[src/hw/tla_params.svh]
`ifndef TLA_PARAMS_SVH
`define TLA_PARAMS_SVH

// register byte addresses
`define TLA_ADDR_CFG1        8'h00
`define TLA_ADDR_CONSEC      8'h04
`define TLA_ADDR_STAT1       8'h08
`define TLA_ADDR_STAT2       8'h0C
`define TLA_ADDR_LIM_BASE    8'h10
`define TLA_LIM_STRIDE       8'h08
`define TLA_LIM_LOW_OFS      8'h04
`define TLA_ADDR_FS_LOCAL    8'h28
`define TLA_ADDR_FS_REMOTE   8'h2C
`define TLA_ADDR_HYST        8'h30
`define TLA_ADDR_TEMP_BASE   8'h34
`define TLA_TEMP_STRIDE      8'h04

// configuration bit positions
`define TLA_CFG_MASK_ALL     7
`define TLA_CFG_MASK_R1      1
`define TLA_CFG_MASK_R2      0
`define TLA_CONSEC_MASK_LOC  5

// status bit positions
`define TLA_ST_LOC_HIGH      6
`define TLA_ST_LOC_LOW       5
`define TLA_ST_REM_HIGH      4
`define TLA_ST_REM_LOW       3
`define TLA_ST_OPEN          2

// channel numbers
`define TLA_CH_LOCAL         2'd0
`define TLA_CH_R1            2'd1
`define TLA_CH_R2            2'd2
`define TLA_NUM_CH           3

// reset values
`define TLA_FS_DEFAULT       8'h55
`define TLA_HYST_DEFAULT     8'h0A
`define TLA_HIGH_DEFAULT     8'h7F
`define TLA_LOW_DEFAULT      8'h00
`define TLA_CFG_DEFAULT      8'h00

// bus answers
`define TLA_RESP_OKAY        2'b00
`define TLA_RESP_SLVERR      2'b10

`endif

[src/hw/tla_pkg.sv]
package tla_pkg;
	typedef logic [7:0] tla_temp_type;
	typedef logic [1:0] tla_chan_type;
	typedef logic [2:0] tla_chan_mask_type;
endpackage

[src/hw/tla_cmp_if.sv]
`timescale 1ns/1ps
`default_nettype none
interface tla_cmp_if;
	logic                             ce;
	logic                             conv_valid;
	tla_pkg::tla_chan_type            conv_chan;
	tla_pkg::tla_temp_type            conv_temp;
	tla_pkg::tla_temp_type [2:0]      hi_lim;
	tla_pkg::tla_temp_type [2:0]      lo_lim;
	tla_pkg::tla_temp_type [2:0]      fs_lim;
	tla_pkg::tla_temp_type            hyst;
	tla_pkg::tla_chan_mask_type       done;
	tla_pkg::tla_chan_mask_type       high_now;
	tla_pkg::tla_chan_mask_type       low_now;
	tla_pkg::tla_chan_mask_type       failsafe_overtemp_n_on;

	modport ctrl (
		output ce, conv_valid, conv_chan, conv_temp, hi_lim, lo_lim, fs_lim, hyst,
		input  done, high_now, low_now, failsafe_overtemp_n_on
	);
	modport cmp (
		input  ce, conv_valid, conv_chan, conv_temp, hi_lim, lo_lim, fs_lim, hyst,
		output done, high_now, low_now, failsafe_overtemp_n_on
	);
endinterface
`default_nettype wire

[src/hw/tla_compare.sv]
`timescale 1ns/1ps
`default_nettype none
`include "tla_params.svh"
module tla_compare (
	// clock and reset
	input  wire logic sys_clk,
	input  wire logic rst,
	// comparator side
	tla_cmp_if.cmp    cmp
);
	genvar c;
	generate
		for (c = 0; c < `TLA_NUM_CH; c = c + 1) begin : g_ch
			logic hit;
			logic [8:0] rel_sum;
			assign hit = cmp.conv_valid && (cmp.conv_chan == 2'(c));
			assign rel_sum = {1'b0, cmp.conv_temp} + {1'b0, cmp.hyst};

			always_ff @(posedge sys_clk) begin
				if (rst) begin
					cmp.done[c] <= 1'b0;
				end else if (cmp.ce) begin
					cmp.done[c] <= hit;
				end
			end

			always_ff @(posedge sys_clk) begin
				if (rst) begin
					cmp.high_now[c] <= 1'b0;
					cmp.low_now[c]  <= 1'b0;
				end else if (cmp.ce && hit) begin
					cmp.high_now[c] <= cmp.conv_temp > cmp.hi_lim[c];
					cmp.low_now[c]  <= cmp.conv_temp <= cmp.lo_lim[c];
				end
			end

			always_ff @(posedge sys_clk) begin
				if (rst) begin
					cmp.failsafe_overtemp_n_on[c] <= 1'b0;
				end else if (cmp.ce && hit) begin
					if (cmp.conv_temp > cmp.fs_lim[c]) begin
						cmp.failsafe_overtemp_n_on[c] <= 1'b1;
					end else if (rel_sum <= {1'b0, cmp.fs_lim[c]}) begin
						cmp.failsafe_overtemp_n_on[c] <= 1'b0;
					end
				end
			end
		end
	endgenerate
endmodule
`default_nettype wire

[src/hw/tla_alarm.sv]
`timescale 1ns/1ps
`default_nettype none
`include "tla_params.svh"
module tla_alarm (
	// clock, reset, enable
	input  wire logic                  sys_clk,
	input  wire logic                  rst,
	input  wire logic                  clk_en,
	// conversion results
	input  wire logic                  conv_valid,
	input  wire tla_pkg::tla_chan_type conv_chan,
	input  wire tla_pkg::tla_temp_type conv_temp,
	// open-circuit comparator pins
	input  wire logic                  remote1_open_pin,
	input  wire logic                  remote2_open_pin,
	// alert response address read
	input  wire logic                  ara_read,
	// alarm pins
	output logic                       limit_alert_n,
	output logic                       failsafe_overtemp_n,
	// axi4-lite write address
	input  wire logic [7:0]            s_axi_awaddr,
	input  wire logic                  s_axi_awvalid,
	output logic                       s_axi_awready,
	// axi4-lite write data
	input  wire logic [31:0]           s_axi_wdata,
	input  wire logic [3:0]            s_axi_wstrb,
	input  wire logic                  s_axi_wvalid,
	output logic                       s_axi_wready,
	// axi4-lite write response
	output logic [1:0]                 s_axi_bresp,
	output logic                       s_axi_bvalid,
	input  wire logic                  s_axi_bready,
	// axi4-lite read address
	input  wire logic [7:0]            s_axi_araddr,
	input  wire logic                  s_axi_arvalid,
	output logic                       s_axi_arready,
	// axi4-lite read data
	output logic [31:0]                s_axi_rdata,
	output logic [1:0]                 s_axi_rresp,
	output logic                       s_axi_rvalid,
	input  wire logic                  s_axi_rready
);
	tla_cmp_if cmp_bus ();

	tla_compare u_cmp (
		.sys_clk (sys_clk),
		.rst     (rst),
		.cmp     (cmp_bus.cmp)
	);

	// registers
	tla_pkg::tla_temp_type [2:0] hi_lim_reg;
	tla_pkg::tla_temp_type [2:0] lo_lim_reg;
	tla_pkg::tla_temp_type [2:0] temp_reg;
	tla_pkg::tla_temp_type       fs_local_reg;
	tla_pkg::tla_temp_type       fs_remote_reg;
	tla_pkg::tla_temp_type       hyst_reg;
	tla_pkg::tla_temp_type       cfg1_reg;
	tla_pkg::tla_temp_type       consec_reg;
	tla_pkg::tla_chan_mask_type  high_flag_reg;
	tla_pkg::tla_chan_mask_type  low_flag_reg;
	logic                        remote1_open_flag;
	logic                        remote2_open_flag;
	logic                        alert_reg;
	logic                        failsafe_reg;

	// pin synchronisers
	logic [2:0] open1_sync_reg;
	logic [2:0] open2_sync_reg;
	logic       open1_reg;
	logic       open2_reg;

	// bus state
	logic       aw_held_reg;
	logic       w_held_reg;
	logic [7:0] aw_addr_reg;
	logic [7:0] w_data_reg;
	logic       w_strb_reg;
	logic       wr_fire;
	logic       wr_hit;
	logic       rd_fire;
	logic       rd_hit;
	logic [7:0] rd_val;
	logic       rd_stat1;
	logic       rd_stat2;

	assign cmp_bus.ce         = clk_en;
	assign cmp_bus.conv_valid = conv_valid;
	assign cmp_bus.conv_chan  = conv_chan;
	assign cmp_bus.conv_temp  = conv_temp;
	assign cmp_bus.hi_lim     = hi_lim_reg;
	assign cmp_bus.lo_lim     = lo_lim_reg;
	assign cmp_bus.fs_lim     = {fs_remote_reg, fs_remote_reg, fs_local_reg};
	assign cmp_bus.hyst       = hyst_reg;

	// open pins: change counts once stages two and three agree
	always_ff @(posedge sys_clk) begin
		if (rst) begin
			open1_sync_reg <= 3'h0;
			open2_sync_reg <= 3'h0;
			open1_reg      <= 1'b0;
			open2_reg      <= 1'b0;
		end else if (clk_en) begin
			open1_sync_reg <= {open1_sync_reg[1:0], remote1_open_pin};
			open2_sync_reg <= {open2_sync_reg[1:0], remote2_open_pin};
			if (open1_sync_reg[1] == open1_sync_reg[2]) begin
				open1_reg <= open1_sync_reg[2];
			end
			if (open2_sync_reg[1] == open2_sync_reg[2]) begin
				open2_reg <= open2_sync_reg[2];
			end
		end
	end

	// write channel capture
	assign s_axi_awready = !aw_held_reg && !s_axi_bvalid;
	assign s_axi_wready  = !w_held_reg && !s_axi_bvalid;
	assign wr_fire       = aw_held_reg && w_held_reg && !s_axi_bvalid;

	always_ff @(posedge sys_clk) begin
		if (rst) begin
			aw_held_reg  <= 1'b0;
			w_held_reg   <= 1'b0;
			aw_addr_reg  <= 8'h00;
			w_data_reg   <= 8'h00;
			w_strb_reg   <= 1'b0;
			s_axi_bvalid <= 1'b0;
			s_axi_bresp  <= `TLA_RESP_OKAY;
		end else if (clk_en) begin
			if (s_axi_awvalid && s_axi_awready) begin
				aw_held_reg <= 1'b1;
				aw_addr_reg <= s_axi_awaddr;
			end
			if (s_axi_wvalid && s_axi_wready) begin
				w_held_reg <= 1'b1;
				w_data_reg <= s_axi_wdata[7:0];
				w_strb_reg <= s_axi_wstrb[0];
			end
			if (wr_fire) begin
				aw_held_reg  <= 1'b0;
				w_held_reg   <= 1'b0;
				s_axi_bvalid <= 1'b1;
				s_axi_bresp  <= wr_hit ? `TLA_RESP_OKAY : `TLA_RESP_SLVERR;
			end else if (s_axi_bready) begin
				s_axi_bvalid <= 1'b0;
			end
		end
	end

	// writable address decode
	always_comb begin
		wr_hit = (aw_addr_reg == `TLA_ADDR_CFG1) || (aw_addr_reg == `TLA_ADDR_CONSEC)
			|| (aw_addr_reg == `TLA_ADDR_FS_LOCAL) || (aw_addr_reg == `TLA_ADDR_FS_REMOTE)
			|| (aw_addr_reg == `TLA_ADDR_HYST);
		for (int i = 0; i < `TLA_NUM_CH; i++) begin
			if (aw_addr_reg == `TLA_ADDR_LIM_BASE + 8'(i) * `TLA_LIM_STRIDE) begin
				wr_hit = 1'b1;
			end
			if (aw_addr_reg == `TLA_ADDR_LIM_BASE + 8'(i) * `TLA_LIM_STRIDE + `TLA_LIM_LOW_OFS) begin
				wr_hit = 1'b1;
			end
		end
	end

	// configuration and masks
	always_ff @(posedge sys_clk) begin
		if (rst) begin
			cfg1_reg   <= `TLA_CFG_DEFAULT;
			consec_reg <= `TLA_CFG_DEFAULT;
		end else if (clk_en && wr_fire && w_strb_reg) begin
			if (aw_addr_reg == `TLA_ADDR_CFG1) begin
				cfg1_reg <= w_data_reg;
			end
			if (aw_addr_reg == `TLA_ADDR_CONSEC) begin
				consec_reg <= w_data_reg;
			end
		end
	end

	// fail-safe limits and hysteresis
	always_ff @(posedge sys_clk) begin
		if (rst) begin
			fs_local_reg  <= `TLA_FS_DEFAULT;
			fs_remote_reg <= `TLA_FS_DEFAULT;
			hyst_reg      <= `TLA_HYST_DEFAULT;
		end else if (clk_en && wr_fire && w_strb_reg) begin
			if (aw_addr_reg == `TLA_ADDR_FS_LOCAL) begin
				fs_local_reg <= w_data_reg;
			end
			if (aw_addr_reg == `TLA_ADDR_FS_REMOTE) begin
				fs_remote_reg <= w_data_reg;
			end
			if (aw_addr_reg == `TLA_ADDR_HYST) begin
				hyst_reg <= w_data_reg;
			end
		end
	end

	// alarm limits and result readback
	always_ff @(posedge sys_clk) begin
		if (rst) begin
			hi_lim_reg <= {3{`TLA_HIGH_DEFAULT}};
			lo_lim_reg <= {3{`TLA_LOW_DEFAULT}};
			temp_reg   <= {3{8'h00}};
		end else if (clk_en) begin
			for (int i = 0; i < `TLA_NUM_CH; i++) begin
				if (wr_fire && w_strb_reg
					&& aw_addr_reg == `TLA_ADDR_LIM_BASE + 8'(i) * `TLA_LIM_STRIDE) begin
					hi_lim_reg[i] <= w_data_reg;
				end
				if (wr_fire && w_strb_reg
					&& aw_addr_reg == `TLA_ADDR_LIM_BASE + 8'(i) * `TLA_LIM_STRIDE + `TLA_LIM_LOW_OFS) begin
					lo_lim_reg[i] <= w_data_reg;
				end
				if (conv_valid && conv_chan == 2'(i)) begin
					temp_reg[i] <= conv_temp;
				end
			end
		end
	end

	// read channel
	assign s_axi_arready = !s_axi_rvalid;
	assign rd_fire       = s_axi_arvalid && s_axi_arready;
	assign rd_stat1      = rd_fire && s_axi_araddr == `TLA_ADDR_STAT1;
	assign rd_stat2      = rd_fire && s_axi_araddr == `TLA_ADDR_STAT2;

	always_comb begin
		rd_hit = 1'b1;
		rd_val = 8'h00;
		unique case (s_axi_araddr)
			`TLA_ADDR_CFG1:      rd_val = cfg1_reg;
			`TLA_ADDR_CONSEC:    rd_val = consec_reg;
			`TLA_ADDR_FS_LOCAL:  rd_val = fs_local_reg;
			`TLA_ADDR_FS_REMOTE: rd_val = fs_remote_reg;
			`TLA_ADDR_HYST:      rd_val = hyst_reg;
			`TLA_ADDR_STAT1: begin
				rd_val[`TLA_ST_LOC_HIGH] = high_flag_reg[0];
				rd_val[`TLA_ST_LOC_LOW]  = low_flag_reg[0];
				rd_val[`TLA_ST_REM_HIGH] = high_flag_reg[1];
				rd_val[`TLA_ST_REM_LOW]  = low_flag_reg[1];
				rd_val[`TLA_ST_OPEN]     = remote1_open_flag;
			end
			`TLA_ADDR_STAT2: begin
				rd_val[`TLA_ST_REM_HIGH] = high_flag_reg[2];
				rd_val[`TLA_ST_REM_LOW]  = low_flag_reg[2];
				rd_val[`TLA_ST_OPEN]     = remote2_open_flag;
			end
			default: begin
				rd_hit = 1'b0;
				for (int i = 0; i < `TLA_NUM_CH; i++) begin
					if (s_axi_araddr == `TLA_ADDR_LIM_BASE + 8'(i) * `TLA_LIM_STRIDE) begin
						rd_hit = 1'b1;
						rd_val = hi_lim_reg[i];
					end
					if (s_axi_araddr == `TLA_ADDR_LIM_BASE + 8'(i) * `TLA_LIM_STRIDE + `TLA_LIM_LOW_OFS) begin
						rd_hit = 1'b1;
						rd_val = lo_lim_reg[i];
					end
					if (s_axi_araddr == `TLA_ADDR_TEMP_BASE + 8'(i) * `TLA_TEMP_STRIDE) begin
						rd_hit = 1'b1;
						rd_val = temp_reg[i];
					end
				end
			end
		endcase
	end

	always_ff @(posedge sys_clk) begin
		if (rst) begin
			s_axi_rvalid <= 1'b0;
			s_axi_rdata  <= 32'h00000000;
			s_axi_rresp  <= `TLA_RESP_OKAY;
		end else if (clk_en) begin
			if (rd_fire) begin
				s_axi_rvalid <= 1'b1;
				s_axi_rdata  <= {24'h000000, rd_val};
				s_axi_rresp  <= rd_hit ? `TLA_RESP_OKAY : `TLA_RESP_SLVERR;
			end else if (s_axi_rready) begin
				s_axi_rvalid <= 1'b0;
			end
		end
	end

	// status flags latch until read; a set wins over the read clear
	always_ff @(posedge sys_clk) begin
		if (rst) begin
			high_flag_reg     <= 3'h0;
			low_flag_reg      <= 3'h0;
			remote1_open_flag <= 1'b0;
			remote2_open_flag <= 1'b0;
		end else if (clk_en) begin
			for (int i = 0; i < `TLA_NUM_CH; i++) begin
				if (cmp_bus.done[i] && (cmp_bus.high_now[i] || cmp_bus.low_now[i])) begin
					high_flag_reg[i] <= high_flag_reg[i] | cmp_bus.high_now[i];
					low_flag_reg[i]  <= low_flag_reg[i] | cmp_bus.low_now[i];
				end else if ((i == 2) ? rd_stat2 : rd_stat1) begin
					high_flag_reg[i] <= 1'b0;
					low_flag_reg[i]  <= 1'b0;
				end
			end
			if (cmp_bus.done[1] && open1_reg) begin
				remote1_open_flag <= 1'b1;
			end else if (rd_stat1) begin
				remote1_open_flag <= 1'b0;
			end
			if (cmp_bus.done[2] && open2_reg) begin
				remote2_open_flag <= 1'b1;
			end else if (rd_stat2) begin
				remote2_open_flag <= 1'b0;
			end
		end
	end

	// alarm causes per channel
	tla_pkg::tla_chan_mask_type ch_mask;
	tla_pkg::tla_chan_mask_type ch_cause;
	logic                       alert_cause;

	// local, remote 1, remote 2 masks
	assign ch_mask = {cfg1_reg[`TLA_CFG_MASK_R2], cfg1_reg[`TLA_CFG_MASK_R1],
		consec_reg[`TLA_CONSEC_MASK_LOC]};
	assign ch_cause = (high_flag_reg | low_flag_reg | cmp_bus.high_now | cmp_bus.low_now
		| {remote2_open_flag, remote1_open_flag, 1'b0}) & ~ch_mask;
	assign alert_cause = (|ch_cause) && !cfg1_reg[`TLA_CFG_MASK_ALL];

	always_ff @(posedge sys_clk) begin
		if (rst) begin
			alert_reg <= 1'b0;
		end else if (clk_en) begin
			if (alert_cause) begin
				alert_reg <= 1'b1;
			// release on address read once clear
			end else if (ara_read) begin
				alert_reg <= 1'b0;
			end
		end
	end

	always_ff @(posedge sys_clk) begin
		if (rst) begin
			failsafe_reg <= 1'b0;
		end else if (clk_en) begin
			failsafe_reg <= |cmp_bus.failsafe_overtemp_n_on;
		end
	end

	assign limit_alert_n       = !alert_reg;
	assign failsafe_overtemp_n = !failsafe_reg;
endmodule
`default_nettype wire

[config.mk]
export PLATFORM = sky130hd
export DESIGN_NAME = tla_alarm
export DESIGN_NICKNAME = d
export VERILOG_FILES = /design/src/hw/tla_pkg.sv /design/src/hw/tla_cmp_if.sv /design/src/hw/tla_compare.sv /design/src/hw/tla_alarm.sv
export VERILOG_INCLUDE_DIRS = /design/src /design/src/hw
export SDC_FILE = /design/constraint.sdc
export NUM_CORES = 1
export LEC_CHECK = 0
export BUFFER_PORTS_ARGS = -buffer_cell sky130_fd_sc_hd__buf_2
export CORE_ASPECT_RATIO = 0.6
export CORE_MARGIN = 3
export CORE_UTILIZATION = 53
export CTS_CLUSTER_SIZE = 25
export DETAILED_ROUTE_END_ITERATION = 10
export HOLD_SLACK_MARGIN = 0.08
export MAX_ROUTING_LAYER = met4
export PLACE_DENSITY = 0.81
export SYNTH_ARGS = -nofsm -noshare
export SYNTH_HDL_FRONTEND = slang
export SYNTH_SLANG_ARGS = --single-unit
[constraint.sdc]
create_clock -name sys_clk -period 3.15 [get_ports sys_clk]
set_input_delay 0.63 -clock sys_clk [delete_from_list [all_inputs] [get_ports sys_clk]]
set_output_delay 0.63 -clock sys_clk [all_outputs]
set_load 0.03 [all_outputs]
==> impl_metrics.toml <==
[global_route]
grt_pass1_wl_um = 49000
antenna_found_initial = 0
grt_usage_pct = 31.5
grt-ovfl-total = 0
grt_pass1_vias = 8969
grt_max_degree = 128

[sta]
hold_violations = 0
skew_ns = 0.0104
maxSlewViolCount = 0
slew_headroom_pct = 41.0
tightest_slew_ns = 0.885
period_minus_slack_ns = 3.05
fin_crit_sh_pct = 96.7
setup_viol = 0
whs_ns = 0.420
fmax_ghz = 0.328
setup-tns-final_ns = 0

[synth]
syn_area_per_cell_um2 = 8.03
yosysMostFrequentCell = "nand2_1"
syn_area_mm2 = 0.00994
ys.flop_type = "dfxtp_1"
yosysUniqueCellTypes = 65
ys_warn_count = 0
yosysTopAreaCell = "dfxtp_1"
synth_cells = 1239
ys_seq_area_share_pct = 34.8
synth.top_cells.by_count = "nand2_1, dfxtp_1, a21oi_1, nor2_1, ha_1"
netlist.area_leader.share_pct = 34.8
ys_async_sr_fraction_pct = 0
synth_edf_count = 0
ys_ff_latch = 173
synthTopCellsByArea = "dfxtp_1, ha_1, nand2_1"

[clocking]
clock_latency_ns = 0.44
cts_max_level = 4
postCtsHoldBufs = 0
cts_root_buf = "clkbuf_16"
clock_sinks = 173
cts_buffer_depth = 2
cts_tree = "yes"
clkSlewWorstSetupHoldPaths_ns = 0.07
cts-buffers-inserted = 17

[hold_path]
hp-class = "in2reg"

[route]
post_drt_wl_per_cell_um = 20.5
dr.first_iter.drc_count = 1126
vias_per_cell = 6.16
via_count = 9572
drcViolationCount = 0
ant_nets = 0
drt-pass1-iter-count = 6
wirelength_um = 31900

[run]
max_cap_violations = 0

[floorplan]
ios = 117
start_util_pct = 54.6
core_area_mm2 = 0.0182
fp-row-count = 38
die_h_um = 112
die_x_um = 183
design.die.area_mm2 = 0.0205

[power]
peakVddDrop_v = 0.000399
powerDensity_mw_per_mm2 = 450
leakage_uw = 0.00500

[setup_path]
crit_required_ns = 3.45
end_kind = "flop"
critPathLaunchType = "flop"
setup.worst_path.class = "reg2reg"
arrival_ns = 3.35
cp_max_fo = 3

[final_layout]
nets = 1465
nFillCells = 1600
diodes = 0
final_util_pct = 61.6
area_growth_pct = 12.8
layout-drive-gt1-share_pct = 13.1

[place]
hpwl_um = 23000
io_buffers = 63
place.gp.congestion = 0.985

[status]
status = "finished, final reports clean"
==> critical path, stage by stage, from the launching register on <==
cell,delay [ns]
dfxtp_2,0.36
ha_4,0.14
inv_2,0.04
fa_2,0.37
nor2b_2,0.14
o31a_1,0.18
o21a_1,0.16
nor2_2,0.06
xnor2_2,0.20
buf_4,0.16
ha_4,0.20
a211oi_2,0.18
a31oi_1,0.13
o22a_1,0.23
o311ai_1,0.27
o21ai_1,0.11
==> cells by family after synthesis <==
| logic type | count (synthesis) | share of synthesized area (%) |
|---|---|---|
| AND/OR/NAND/NOR | 457 | 21.3 |
| XOR/XNOR | 5 | 0.440 |
| adder cells (fa/ha/maj) | 89 | 11.3 |
| other | 1 | 0.0377 |
| multiplexers | 64 | 6.82 |
| flip-flops | 173 | 34.8 |
| buffers and inverters | 160 | 7.36 |
| AO/OA/AOI/OAI | 290 | 18.0 |
==> routing by layer <==
layer / GRT usage [%] / wire length (um) / vias up
met2: 43.6 / 13200 / 551
met1: 43.5 / 13500 / 4480
met3: 10.6 / 4180 / 82
li1: - / - / 4459
met5: - / 0 / -
met4: 10.1 / 1000 / 0
==> cells in the final DEF (no fill, tap or decap), drive strengths merged, types with 6 or more instances in the layout <==
cell type  instances
nand2            184
dfxtp            173
a21oi            115
buf              107
nor2             105
nand3             88
ha                88
inv               75
o21ai             63
mux2i             61
conb              26
clkbuf            19
nand4             16
a21o              15
nor2b             15
o211ai            13
nor3              13
a31oi             10
a22o              10
and3               8
a22oi              7
a211oi             7
o21a               6
a311oi             6
a221o              6
clkinv             6
==> area by class of cell <==
class	count	area [um2]	share of cell area (%)
timing repair buffer	108	674	6.01
tap	240	300	2.68
multi-input combinational	931	5920	52.8
clock inverter	14	151	1.35
sequential	173	3470	30.9
clock buffer	18	439	3.92
inverter	71	267	2.38
==> report_power, final <==
part           internal [uW]  switching (uW)  leakage, uW
clock                   1140            1000     0.000282
sequential              2220            57.7      0.00140
combinational            211             409      0.00331
total                   3580            1470      0.00500
==> path summary, 6_finish.rpt <==
kind | slack, ns | start | depth (start not counted) | end
max reg2reg | 0.10 | cmp_bus.hyst[0] | 15 | u_cmp.cmp.failsafe_overtemp_n_on[2]
max | 0.10 | cmp_bus.hyst[0] | 15 | u_cmp.cmp.failsafe_overtemp_n_on[2]
min reg2reg | 0.45 | temp_reg[6] | 2 | temp_reg[6]
min | 0.42 | s_axi_wdata[6] | 3 | w_data_reg[6]
==> stage by stage <==
| stage | setup slack, ns | area, um2 | cells | total power, uW |
|---|---|---|---|---|
| floorplan | 0.121 | 10000 | 1264 | 2710 |
| global placement | -0.318 | 10500 | 1520 | 2900 |
| detailed placement | -0.409 | 10500 | 1520 | 2910 |
| CTS | 0.0107 | 11100 | 1553 | 5020 |
| global route | -0.0421 | 11200 | 1555 | 5190 |
| finish | 0.103 | 11200 | 1555 | 5040 |
==> repair_timing <==
action,4_1_cts,5_1_grt
setup buffers,1,3
setup endpoints to repair,2,3
pin swaps,3,12
gates resized for setup,3,17
Note: power is estimated with default switching activity, not from simulation.
